<file path="src/hw/rxp_consts.svh">
`ifndef RXP_CONSTS_SVH
`define RXP_CONSTS_SVH
// ----------------------------------------------------------------
// buffer geometry
// ----------------------------------------------------------------
`define RXP_NBUF 2
`define RXP_DEPTH 8
`define RXP_QUARTER 4'h2
`define RXP_FULL 4'h8
`define RXP_DIV_LAST 2'h3
`define RXP_TAP_MAX 3'h6
`define RXP_STAT_STARVING 2'h0
`define RXP_STAT_SATISFIED 2'h2
// ----------------------------------------------------------------
// host register offsets (byte addresses)
// ----------------------------------------------------------------
`define RXP_OFF_CTRL 20'h00000
`define RXP_OFF_STCMD 20'h00004
`define RXP_OFF_RDCMD 20'h00008
`define RXP_OFF_DATLO 20'h0000c
`define RXP_OFF_DATHI 20'h00010
`define RXP_OFF_MARK 20'h00014
`define RXP_OFF_IRQST 20'h00018
`define RXP_OFF_IRQMSK 20'h0001c
`define RXP_OFF_EMPTYSEL 20'h30920
// ----------------------------------------------------------------
// field positions
// ----------------------------------------------------------------
`define RXP_CTRL_EXT 0
`define RXP_CTRL_INSERT 1
`define RXP_CTRL_DYN 2
`define RXP_CTRL_STOP0 3
`define RXP_CTRL_STOP1 4
`define RXP_CTRL_TAP_LO 5
`define RXP_CTRL_TAP_HI 7
`define RXP_RD_BUF 3
`define RXP_IRQ_DONE 0
`define RXP_IRQ_REFUSED 1
`define RXP_IRQ_ERR 2
`endif

</file>
<file path="src/hw/rxp_pkg.sv">
package rxp_pkg;
  // one stored word with its markers
  typedef struct packed {
    logic ctl;
    logic sop;
    logic eop;
    logic err;
    logic [7:0] be;
    logic [63:0] data;
  } rxp_word_t;

  // host read sequencer, one-hot
  typedef enum logic [2:0] {
    RXP_IDLE = 3'b001,
    RXP_ISSUE = 3'b010,
    RXP_CAPTURE = 3'b100
  } rxp_hstate_t;
endpackage : rxp_pkg

</file>
<file path="src/hw/rxp_if.sv">
`timescale 1ns/1ps
interface rxp_if;
  // buffer read ports, one element per buffer
  logic [1:0][2:0] buffer_read_address;
  logic [1:0] buffer_read_enable;
  logic [1:0][63:0] buffer_read_word;
  logic [1:0][7:0] buffer_byte_enables;
  logic [1:0] buffer_port_id_marker;
  logic [1:0] buffer_packet_start;
  logic [1:0] buffer_packet_end;
  logic [1:0] buffer_word_error;
  logic [1:0] buffer_empty_flag;
  logic [1:0] buffer_end_stop_control;
  logic [1:0] empty_flag_type_select;
  // status memory and misc controls
  logic [7:0] status_port_number;
  logic [1:0] port_flow_status_in;
  logic status_mem_write_enable;
  logic status_mem_write_clock;
  logic external_status_select;
  logic rx_clock_delay_insert;
  logic [2:0] rx_clock_delay_tap;
  logic rx_status_quarter_clock;

  modport dev (
    input buffer_read_address, buffer_read_enable, buffer_end_stop_control,
    input empty_flag_type_select, status_port_number, port_flow_status_in,
    input status_mem_write_enable, status_mem_write_clock,
    input external_status_select, rx_clock_delay_insert, rx_clock_delay_tap,
    output buffer_read_word, buffer_byte_enables, buffer_port_id_marker,
    output buffer_packet_start, buffer_packet_end, buffer_word_error,
    output buffer_empty_flag, rx_status_quarter_clock
  );
  modport usr (
    output buffer_read_address, buffer_read_enable, buffer_end_stop_control,
    output empty_flag_type_select, status_port_number, port_flow_status_in,
    output status_mem_write_enable, status_mem_write_clock,
    output external_status_select, rx_clock_delay_insert, rx_clock_delay_tap,
    input buffer_read_word, buffer_byte_enables, buffer_port_id_marker,
    input buffer_packet_start, buffer_packet_end, buffer_word_error,
    input buffer_empty_flag, rx_status_quarter_clock
  );
endinterface : rxp_if

</file>
<file path="src/hw/rxp_buffer.sv">
`timescale 1ns/1ps
`include "rxp_consts.svh"
module rxp_buffer (
  input wire logic sys_clk,
  input wire logic sys_rst,
  input wire logic push,
  input wire rxp_pkg::rxp_word_t push_word,
  output logic push_ready,
  input wire logic rd_en,
  input wire logic [2:0] rd_addr,
  input wire logic type_sel,
  input wire logic end_stop,
  output rxp_pkg::rxp_word_t rd_word,
  output logic empty_flag
);
  import rxp_pkg::*;

  typedef struct packed {
    rxp_word_t [7:0] mem;
    logic [2:0] wr_ptr;
    logic [3:0] count;
    rxp_word_t word;
    logic empty;
    logic ready;
  } rxp_buf_state_t;

  rxp_buf_state_t st_r;
  rxp_buf_state_t st_nxt;
  logic do_push;
  logic do_pop;

  // ----------------------------------------------------------------
  // next state: store, read by address, fill level, flags
  // ----------------------------------------------------------------
  always_comb
  begin
    st_nxt = st_r;
    do_push = push && st_r.ready;
    do_pop = rd_en && (st_r.count != 4'h0);
    if (do_push)
    begin
      st_nxt.mem[st_r.wr_ptr] = push_word;
      st_nxt.wr_ptr = st_r.wr_ptr + 3'h1;
    end
    if (do_pop)
      st_nxt.word = st_r.mem[rd_addr]; // word and markers next cycle
    if (do_push && !do_pop)
      st_nxt.count = st_r.count + 4'h1;
    else if (do_pop && !do_push)
      st_nxt.count = st_r.count - 4'h1;
    st_nxt.ready = (st_nxt.count != `RXP_FULL);
    if (type_sel)
      st_nxt.empty = (st_nxt.count < `RXP_QUARTER);
    else
      st_nxt.empty = (st_nxt.count == 4'h0);
    // hold reads off at a packet end while the stop control is set
    if (end_stop && st_nxt.word.eop)
      st_nxt.empty = 1'b1;
  end

  // state register
  always_ff @(posedge sys_clk)
  begin
    if (sys_rst)
    begin
      st_r <= '0;
      st_r.empty <= 1'b1;
      st_r.ready <= 1'b1;
    end
    else
      st_r <= st_nxt;
  end

  assign push_ready = st_r.ready;
  assign rd_word = st_r.word;
  assign empty_flag = st_r.empty;
endmodule : rxp_buffer

</file>
<file path="src/hw/rxp_device.sv">
`timescale 1ns/1ps
`include "rxp_consts.svh"
module rxp_device (
  // clock and reset
  input wire logic sys_clk,
  input wire logic sys_rst,
  // buffer read ports and status inputs from the user side
  rxp_if.dev lnk,
  // line-side words entering the buffers
  input wire logic in_valid,
  input wire logic in_buffer,
  input wire rxp_pkg::rxp_word_t in_word,
  output logic [1:0] in_ready,
  // receive data clock, one pulse per clock
  input wire logic rx_data_clock_tick,
  // status sent toward the link and delay line controls
  output logic [1:0] link_status,
  output logic [7:0] link_status_port,
  output logic delay_insert,
  output logic [2:0] delay_tap
);
  import rxp_pkg::*;

  // ----------------------------------------------------------------
  // state of the status side
  // ----------------------------------------------------------------
  typedef struct packed {
    // flow-control status, one entry per logical port
    logic [255:0][1:0] stat_mem;

    // quarter-rate divider and its enable
    logic [1:0] div_cnt;
    logic quarter;

    // calendar position and what it last sent
    logic [7:0] cal_idx;
    logic [1:0] link_status;
    logic [7:0] link_port;

    // delay line controls as applied
    logic delay_insert;
    logic [2:0] delay_tap;
  } rxp_dev_state_t;

  rxp_dev_state_t st_r;
  rxp_dev_state_t st_nxt;

  // per-buffer outputs gathered for the read ports
  rxp_word_t [1:0] rd_word;
  logic [1:0] buf_ready;
  logic [1:0] empty_flag;
  logic [1:0] push_sel;

  // status code of the buffer the calendar points at
  logic [1:0] internal_status;

  // ----------------------------------------------------------------
  // decoding for the calendar and the delay line
  // ----------------------------------------------------------------
  // ports map onto buffers by their lowest bit
  function automatic logic cal_buffer(input logic [7:0] port);
  begin
    return port[0];
  end
  endfunction : cal_buffer

  // no room left in a buffer means satisfied, else starving
  function automatic logic [1:0] room_status(input logic room);
  begin
    if (room)
      return `RXP_STAT_STARVING;
    else
      return `RXP_STAT_SATISFIED;
  end
  endfunction : room_status

  // a tap of seven is outside the delay line's range
  function automatic logic tap_legal(input logic [2:0] tap);
  begin
    return (tap <= `RXP_TAP_MAX);
  end
  endfunction : tap_legal

  // ----------------------------------------------------------------
  // packet buffers, one per read port
  // ----------------------------------------------------------------
  genvar gi;
  generate
    for (gi = 0; gi < `RXP_NBUF; gi = gi + 1)
    begin : g_buf
      // push strobe steered to this buffer only
      assign push_sel[gi] = in_valid && (in_buffer == 1'(gi));

      rxp_buffer rxp_buffer_i (
        .sys_clk(sys_clk),
        .sys_rst(sys_rst),
        .push(push_sel[gi]),
        .push_word(in_word),
        .push_ready(buf_ready[gi]),
        .rd_en(lnk.buffer_read_enable[gi]),
        .rd_addr(lnk.buffer_read_address[gi]),
        .type_sel(lnk.empty_flag_type_select[gi]),
        .end_stop(lnk.buffer_end_stop_control[gi]),
        .rd_word(rd_word[gi]),
        .empty_flag(empty_flag[gi])
      );

      // word and byte enables straight from buffer flops
      assign lnk.buffer_read_word[gi] = rd_word[gi].data;
      assign lnk.buffer_byte_enables[gi] = rd_word[gi].be;

      // markers travel with the word they describe
      assign lnk.buffer_port_id_marker[gi] = rd_word[gi].ctl;
      assign lnk.buffer_packet_start[gi] = rd_word[gi].sop;
      assign lnk.buffer_packet_end[gi] = rd_word[gi].eop;
      assign lnk.buffer_word_error[gi] = rd_word[gi].err;

      // empty flag as the buffer computes it
      assign lnk.buffer_empty_flag[gi] = empty_flag[gi];
    end
  endgenerate

  // ----------------------------------------------------------------
  // internal status: a full buffer reports satisfied
  // ----------------------------------------------------------------
  always_comb
  begin
    internal_status = room_status(buf_ready[cal_buffer(st_r.cal_idx)]);
  end

  // ----------------------------------------------------------------
  // next state: divider, status memory, calendar, delay line
  // ----------------------------------------------------------------
  always_comb
  begin
    st_nxt = st_r;

    // divide the receive data clock by four into a one-cycle enable
    st_nxt.quarter = 1'b0;
    if (rx_data_clock_tick)
    begin
      st_nxt.div_cnt = st_r.div_cnt + 2'h1;
      if (st_r.div_cnt == `RXP_DIV_LAST)
        st_nxt.quarter = 1'b1;
    end

    // user writes go into the per-port status memory
    if (lnk.status_mem_write_clock && lnk.status_mem_write_enable)
      st_nxt.stat_mem[lnk.status_port_number] =
        lnk.port_flow_status_in;

    // calendar walks all ports, one per quarter-rate enable
    if (st_r.quarter)
    begin
      st_nxt.link_port = st_r.cal_idx;
      if (lnk.external_status_select)
        st_nxt.link_status = st_r.stat_mem[st_r.cal_idx];
      else
        st_nxt.link_status = internal_status;
      st_nxt.cal_idx = st_r.cal_idx + 8'h1;
    end

    // delay line controls: insert or bypass
    st_nxt.delay_insert = lnk.rx_clock_delay_insert;
    // a tap of seven is illegal and leaves the last good tap in place
    if (tap_legal(lnk.rx_clock_delay_tap))
      st_nxt.delay_tap = lnk.rx_clock_delay_tap;
  end

  // ----------------------------------------------------------------
  // state register
  // ----------------------------------------------------------------
  always_ff @(posedge sys_clk)
  begin
    if (sys_rst)
      st_r <= '0;
    else
      st_r <= st_nxt;
  end

  // ----------------------------------------------------------------
  // outputs, all from flops
  // ----------------------------------------------------------------
  assign in_ready = buf_ready;
  assign link_status = st_r.link_status;
  assign link_status_port = st_r.link_port;
  assign delay_insert = st_r.delay_insert;
  assign delay_tap = st_r.delay_tap;
  assign lnk.rx_status_quarter_clock = st_r.quarter;
endmodule : rxp_device

</file>
<file path="src/flat_wrapper.sv">
// flat-port wrapper written by rule: the top's interface ports become plain ports
module rxp_device_flat import rxp_pkg::*;
  (sys_clk, sys_rst, in_valid, in_buffer, in_word, in_ready, rx_data_clock_tick, link_status, link_status_port, delay_insert, delay_tap, lnk_buffer_read_address, lnk_buffer_read_enable, lnk_buffer_end_stop_control, lnk_empty_flag_type_select, lnk_status_port_number, lnk_port_flow_status_in, lnk_status_mem_write_enable, lnk_status_mem_write_clock, lnk_external_status_select, lnk_rx_clock_delay_insert, lnk_rx_clock_delay_tap, lnk_buffer_read_word, lnk_buffer_byte_enables, lnk_buffer_port_id_marker, lnk_buffer_packet_start, lnk_buffer_packet_end, lnk_buffer_word_error, lnk_buffer_empty_flag, lnk_rx_status_quarter_clock);
  rxp_if lnk_i ();
  input wire logic sys_clk;
  input wire logic sys_rst;
  input wire logic in_valid;
  input wire logic in_buffer;
  input wire rxp_pkg::rxp_word_t in_word;
  output logic [1:0] in_ready;
  input wire logic rx_data_clock_tick;
  output logic [1:0] link_status;
  output logic [7:0] link_status_port;
  output logic delay_insert;
  output logic [2:0] delay_tap;
  input wire logic [$bits(lnk_i.buffer_read_address)-1:0] lnk_buffer_read_address;
  input wire logic [$bits(lnk_i.buffer_read_enable)-1:0] lnk_buffer_read_enable;
  input wire logic [$bits(lnk_i.buffer_end_stop_control)-1:0] lnk_buffer_end_stop_control;
  input wire logic [$bits(lnk_i.empty_flag_type_select)-1:0] lnk_empty_flag_type_select;
  input wire logic [$bits(lnk_i.status_port_number)-1:0] lnk_status_port_number;
  input wire logic [$bits(lnk_i.port_flow_status_in)-1:0] lnk_port_flow_status_in;
  input wire logic [$bits(lnk_i.status_mem_write_enable)-1:0] lnk_status_mem_write_enable;
  input wire logic [$bits(lnk_i.status_mem_write_clock)-1:0] lnk_status_mem_write_clock;
  input wire logic [$bits(lnk_i.external_status_select)-1:0] lnk_external_status_select;
  input wire logic [$bits(lnk_i.rx_clock_delay_insert)-1:0] lnk_rx_clock_delay_insert;
  input wire logic [$bits(lnk_i.rx_clock_delay_tap)-1:0] lnk_rx_clock_delay_tap;
  output wire logic [$bits(lnk_i.buffer_read_word)-1:0] lnk_buffer_read_word;
  output wire logic [$bits(lnk_i.buffer_byte_enables)-1:0] lnk_buffer_byte_enables;
  output wire logic [$bits(lnk_i.buffer_port_id_marker)-1:0] lnk_buffer_port_id_marker;
  output wire logic [$bits(lnk_i.buffer_packet_start)-1:0] lnk_buffer_packet_start;
  output wire logic [$bits(lnk_i.buffer_packet_end)-1:0] lnk_buffer_packet_end;
  output wire logic [$bits(lnk_i.buffer_word_error)-1:0] lnk_buffer_word_error;
  output wire logic [$bits(lnk_i.buffer_empty_flag)-1:0] lnk_buffer_empty_flag;
  output wire logic [$bits(lnk_i.rx_status_quarter_clock)-1:0] lnk_rx_status_quarter_clock;
  assign lnk_i.buffer_read_address = lnk_buffer_read_address;
  assign lnk_i.buffer_read_enable = lnk_buffer_read_enable;
  assign lnk_i.buffer_end_stop_control = lnk_buffer_end_stop_control;
  assign lnk_i.empty_flag_type_select = lnk_empty_flag_type_select;
  assign lnk_i.status_port_number = lnk_status_port_number;
  assign lnk_i.port_flow_status_in = lnk_port_flow_status_in;
  assign lnk_i.status_mem_write_enable = lnk_status_mem_write_enable;
  assign lnk_i.status_mem_write_clock = lnk_status_mem_write_clock;
  assign lnk_i.external_status_select = lnk_external_status_select;
  assign lnk_i.rx_clock_delay_insert = lnk_rx_clock_delay_insert;
  assign lnk_i.rx_clock_delay_tap = lnk_rx_clock_delay_tap;
  assign lnk_buffer_read_word = lnk_i.buffer_read_word;
  assign lnk_buffer_byte_enables = lnk_i.buffer_byte_enables;
  assign lnk_buffer_port_id_marker = lnk_i.buffer_port_id_marker;
  assign lnk_buffer_packet_start = lnk_i.buffer_packet_start;
  assign lnk_buffer_packet_end = lnk_i.buffer_packet_end;
  assign lnk_buffer_word_error = lnk_i.buffer_word_error;
  assign lnk_buffer_empty_flag = lnk_i.buffer_empty_flag;
  assign lnk_rx_status_quarter_clock = lnk_i.rx_status_quarter_clock;
  rxp_device u_core (.sys_clk(sys_clk), .sys_rst(sys_rst), .lnk(lnk_i), .in_valid(in_valid), .in_buffer(in_buffer), .in_word(in_word), .in_ready(in_ready), .rx_data_clock_tick(rx_data_clock_tick), .link_status(link_status), .link_status_port(link_status_port), .delay_insert(delay_insert), .delay_tap(delay_tap));
endmodule
</file>
<file path="config.mk">
export PLATFORM = sky130hd
export DESIGN_NAME = rxp_device_flat
export DESIGN_NICKNAME = d
export VERILOG_FILES = /design/src/hw/rxp_pkg.sv /design/src/hw/rxp_if.sv /design/src/hw/rxp_buffer.sv /design/src/hw/rxp_device.sv /design/src/flat_wrapper.sv
export VERILOG_INCLUDE_DIRS = /design/src /design/src/hw
export SDC_FILE = /design/constraint.sdc
export NUM_CORES = 2
export LEC_CHECK = 0
export BUFFER_PORTS_ARGS = -buffer_cell sky130_fd_sc_hd__buf_2
export CELL_PAD_IN_SITES_DETAIL_PLACEMENT = 0
export CELL_PAD_IN_SITES_GLOBAL_PLACEMENT = 1
export CORE_MARGIN = 1.5
export CORE_UTILIZATION = 40
export DETAILED_ROUTE_END_ITERATION = 10
export GPL_TIMING_DRIVEN = 0
export PLACE_DENSITY_LB_ADDON = 0.1
export SLEW_MARGIN = 10
export SYNTH_ARGS = -nofsm -noshare
export SYNTH_HDL_FRONTEND = slang
export SYNTH_HIERARCHICAL = 1
export SYNTH_SLANG_ARGS = --single-unit
</file>
<file path="constraint.sdc">
create_clock -name sys_clk -period 3.3 [get_ports sys_clk]
set_clock_uncertainty 0.15 [all_clocks]
set_input_delay 0.66 -clock sys_clk [delete_from_list [all_inputs] [get_ports sys_clk]]
set_output_delay 0.66 -clock sys_clk [all_outputs]
set_load 0.01 [all_outputs]
</file>
==> results.rst <==
.. list-table::
   :header-rows: 1

   * - Metric
     - Value
   * - Number of design rule violations left after detail routing
     - 0
   * - Count of final hold-check violations
     - 0
   * - Number of pins exceeding their max-slew limit in the final report
     - 0
   * - Violated checks
     - setup timing
   * - Worst reg2reg path endpoint
     - u_core/link_status[0]$_SDFFE_PP0P_
   * - Clock share of power
     - 0.426
   * - First-pass GRT wire length
     - 506000 um
   * - Final cell count without fillers
     - 13433
   * - Largest area contributor in the synthesized netlist
     - sky130_fd_sc_hd__dfxtp_1
   * - Most used cells in the layout excluding fill and tap cells
     - sky130_fd_sc_hd__nand2_1, sky130_fd_sc_hd__dfxtp_1, sky130_fd_sc_hd__a21oi_1
   * - Arrival time of the worst setup path
     - 4080 ps
   * - Slew of the pin with the lowest slew margin
     - 1470 ps
   * - Internal power component
     - 40900 uW
   * - Run status
     - complete, but fails checks
   * - Final critical-path required period
     - 3410 ps
   * - Fraction of synthesis flops using an asynchronous set or reset pin
     - 0
   * - Required time of the critical path
     - 3970 ps
   * - Share of Yosys cell area claimed by the top area cell type
     - 0.462
   * - CTS sink count
     - 1923
   * - Num ports
     - 281
   * - Leading cell type in the layout, fill and taps excluded
     - sky130_fd_sc_hd__nand2_1
   * - HPWL reported at the end of detailed placement
     - 247000 um
   * - Setup Crit Path Kind
     - flop to flop
   * - Maximum clock frequency
     - 0.293 GHz
   * - Filler cells
     - 20570
   * - Syn-to-layout area delta
     - 15.5%
   * - Number of buffer cells added on primary ports
     - 191
   * - Later-pin clock latency in the skew report
     - 880 ps
   * - Routability-driven placement congestion ratio
     - 0.988
   * - Antenna violations before repair
     - 27
   * - Count of antenna-violating nets left after detailed routing
     - 0
   * - Vias
     - 75854
   * - Synthesized net count
     - 10086
   * - Final worst hold slack
     - 62.6 ps
   * - Slowest cell delay on critical path
     - 610 ps
   * - Library cell used as clock root buffer
     - sky130_fd_sc_hd__clkbuf_16
   * - Max Buffers Root-to-Sink
     - 3
   * - Sw Share
     - 0.276
   * - VDD IR-drop max
     - 593 uV
   * - Fraction of power consumed by combinational cells
     - 0.135
   * - Total net switching power
     - 15600 uW
   * - Number of DRC markers after the initial detailed-route iteration
     - 8001
   * - Capturing element of the worst setup path
     - u_core/link_status[0]$_SDFFE_PP0P_
   * - Clk slew on worst S/H paths
     - 60 ps
   * - Floorplan die height
     - 459 um
   * - Critical path origin
     - u_core/st_r[16]$_SDFFE_PP0P_
   * - Cells taking the most area after synthesis
     - sky130_fd_sc_hd__dfxtp_1, sky130_fd_sc_hd__nand2_1, sky130_fd_sc_hd__a21oi_1, sky130_fd_sc_hd__mux4_2, sky130_fd_sc_hd__mux2i_1
   * - Cells after synthesis
     - 9968
   * - Vias in the first global route
     - 72560
   * - Final wirelength
     - 358000 um
   * - Worst slew margin
     - 0.0196
   * - Avg Synthesized Cell Area
     - 8.36 um2
   * - Sequential cell area fraction in the yosys report
     - 0.462
   * - Critical Path Start Type
     - flop
   * - Number of standard-cell rows in the floorplan
     - 167
   * - Maximum fanout count along the critical path
     - 10
   * - Clock tree from TritonCTS
     - yes
   * - Power density cells
     - 587 nW/um2
   * - Cell area after synthesis
     - 83300 um2
   * - Width of the die
     - 459 um
   * - Final routed wire length divided by cell count
     - 26.7 um
   * - Hold/Removal Path Class
     - input port to flop
   * - Area of the core
     - 207000 um2
   * - Worst setup EP type
     - flop
   * - Fraction of power consumed by sequential logic
     - 0.439
   * - Largest net degree at the start of global routing
     - 17
   * - EDFF count, synth
     - 0
   * - Cell type of the slowest stage on the worst timing path
     - sky130_fd_sc_hd__clkbuf_2
   * - DRT Pass-1 Iters
     - 7
   * - Nets
     - 10583
   * - Vias per inst
     - 5.65
   * - DP Cell Count
     - 12958
   * - Ordered list of cells on the worst path
     - clkbuf_2 > clkbuf_2 > clkbuf_4 > o211ai_1 > a211o_1 > a31oi_2 > o221a_1
   * - Global-route congestion overflow total
     - 0
   * - Number of library cell types mapped by synthesis
     - 64
   * - Final-report setup violation count
     - 4
   * - CTS Buf Count
     - 211
   * - Effective utilization at floorplan
     - 0.402
   * - Most instantiated flip-flop cell in the synthesis netlist
     - sky130_fd_sc_hd__dfxtp_1
   * - Area enclosed by the die boundary
     - 211000 um2
   * - Gr usage total
     - 0.329
   * - Number of warning messages in the yosys log
     - 6
   * - CTS H-Tree Depth
     - 4
   * - Most repeated library cell on the critical path
     - sky130_fd_sc_hd__clkbuf_2
   * - Cell count of the worst reg-to-reg path
     - 7
   * - Register bit total from synthesis
     - 1923
   * - Slack of the worst reg-to-reg path
     - -110 ps
   * - R2R Path Start
     - u_core/st_r[16]$_SDFFE_PP0P_
   * - Max-cap viol count
     - 0
   * - Final period util
     - 1.03
   * - Share of final-layout standard cells stronger than drive strength 1
     - 0.150
   * - Least setup slack across all paths after layout
     - -114 ps
   * - Lkg Pwr
     - 0.0319 uW
==> how the worst min path moves through the flow <==
stage	from	endpoint	slack, ps	cells past startpoint
floorplan	u_core/st_r[124]$_SDFFE_PP0P_	u_core/st_r[124]$_SDFFE_PP0P_	280	2
global placement	u_core/g_buf[1].rxp_buffer_i/st_r[373]$_SDFFE_PP0P_	u_core/g_buf[1].rxp_buffer_i/st_r[373]$_SDFFE_PP0P_	290	2
detailed placement	u_core/g_buf[1].rxp_buffer_i/st_r[495]$_SDFFE_PP0P_	u_core/g_buf[1].rxp_buffer_i/st_r[495]$_SDFFE_PP0P_	290	2
CTS	lnk_buffer_end_stop_control[1]	u_core/g_buf[1].rxp_buffer_i/empty_flag$_SDFF_PP1_	7	3
global route	lnk_buffer_end_stop_control[1]	u_core/g_buf[1].rxp_buffer_i/empty_flag$_SDFF_PP1_	40	3
finish	lnk_buffer_end_stop_control[1]	u_core/g_buf[1].rxp_buffer_i/empty_flag$_SDFF_PP1_	60	3
==> metal layers <==
| layer | global-route usage | up-vias | wire, um |
|---|---|---|---|
| li1 | - | 34636 | - |
| met1 | 0.405 | 36897 | 139000 |
| met2 | 0.527 | 3389 | 164000 |
| met3 | 0.0546 | 920 | 26400 |
| met4 | 0.226 | 12 | 28600 |
| met5 | 0 | - | 74 |
==> sequential cells by signal (all words and copies together) (netlist names), 2 cells and up <==
signal and count:
u_core/st_r 522, u_core/link_status_port 8, u_core/g_buf.rxp_buffer_i/st_r 1230, u_core/g_buf.rxp_buffer_i/rd_word 152
u_core/link_status 2, u_core/g_buf.rxp_buffer_i/push_ready 2, u_core/g_buf.rxp_buffer_i/empty_flag 2, u_core/delay_tap 3
==> kinds of logic after synthesis <==
kind of cell	synth area share
AOI/OAI and AO/OA	0.139
xor gates and xnor gates	0.00147
adders and majority gates	0.00120
muxes	0.137
DFF	0.462
buffers and inverters	0.0689
and+or+nand+nor	0.190
==> power groups by stage <==
stage / Combinational (uW) / Sequential (uW) / Clock (uW)
floorplan: 4640 / 25100 / 0
global route: 8120 / 24900 / 25300
detailed placement: 7330 / 25300 / 0
CTS: 7570 / 24800 / 24500
finish: 7610 / 24800 / 24100
global placement: 7230 / 25300 / 0
==> synth_stat cells, types with 8 or more instances <==
cell type,instances
sky130_fd_sc_hd__nand2_1,3160
sky130_fd_sc_hd__dfxtp_1,1923
sky130_fd_sc_hd__a21oi_1,1735
sky130_fd_sc_hd__clkbuf_1,584
sky130_fd_sc_hd__nand3_1,382
sky130_fd_sc_hd__mux4_2,375
sky130_fd_sc_hd__buf_2,340
sky130_fd_sc_hd__nor2_1,304
sky130_fd_sc_hd__mux2i_1,263
sky130_fd_sc_hd__buf_4,197
sky130_fd_sc_hd__a211oi_1,178
sky130_fd_sc_hd__o21ai_0,160
sky130_fd_sc_hd__nor3_1,38
sky130_fd_sc_hd__buf_1,31
sky130_fd_sc_hd__o22ai_1,31
sky130_fd_sc_hd__mux2_2,23
sky130_fd_sc_hd__clkbuf_2,20
sky130_fd_sc_hd__nor2b_1,20
sky130_fd_sc_hd__nand2b_1,19
sky130_fd_sc_hd__nor4_1,15
sky130_fd_sc_hd__inv_1,11
sky130_fd_sc_hd__a22oi_1,10
sky130_fd_sc_hd__or3_1,10
sky130_fd_sc_hd__o221ai_1,9
sky130_fd_sc_hd__buf_6,8
sky130_fd_sc_hd__ha_1,8
sky130_fd_sc_hd__xor2_1,8
==> final cells by class <==
cell class,instances,area [um2],area share
clock buffers,328,6340,0.0659
clock inverters,54,689,0.00716
flip-flops and latches,1923,38500,0.400
multi-input cells,6853,39300,0.409
plain buffers,1179,5960,0.0619
well taps,2788,3490,0.0362
inverters,11,41.3,0.000429
repair buffers,286,1880,0.0195
diodes,11,27.5,0.000286
==> worst max-delay path: cells and delay by family (launching register included) <==
family | cells | cell delay, ps
compound gates | 4 | 1140
buf+inv | 3 | 1660
flops | 1 | 360
==> timing repair <==
item	4_1_cts	5_1_grt
resized for setup	96	32
hold buffers	83	0
pin swaps	1	0
setup endpoints to repair	553	119
setup buffers	1	0
hold endpoints to repair	1223	0
==> per-stage QoR <==
stage                     setup TNS, ps  total power, uW  area (um2)  worst slack (ps)  utilization
after floorplan                       0            29700       83300               650            -
final                              -222            56500       96300              -114        0.465
after global placement          -992550            32500       87800             -1850        0.424
after global routing              -16.0            58400       96300             -10.6        0.465
after detailed placement        -646570            32600       88000             -1560        0.425
after CTS                         -90.3            56800       96100             -88.3        0.464
No activity file was read; power rests on OpenSTA's default activity.
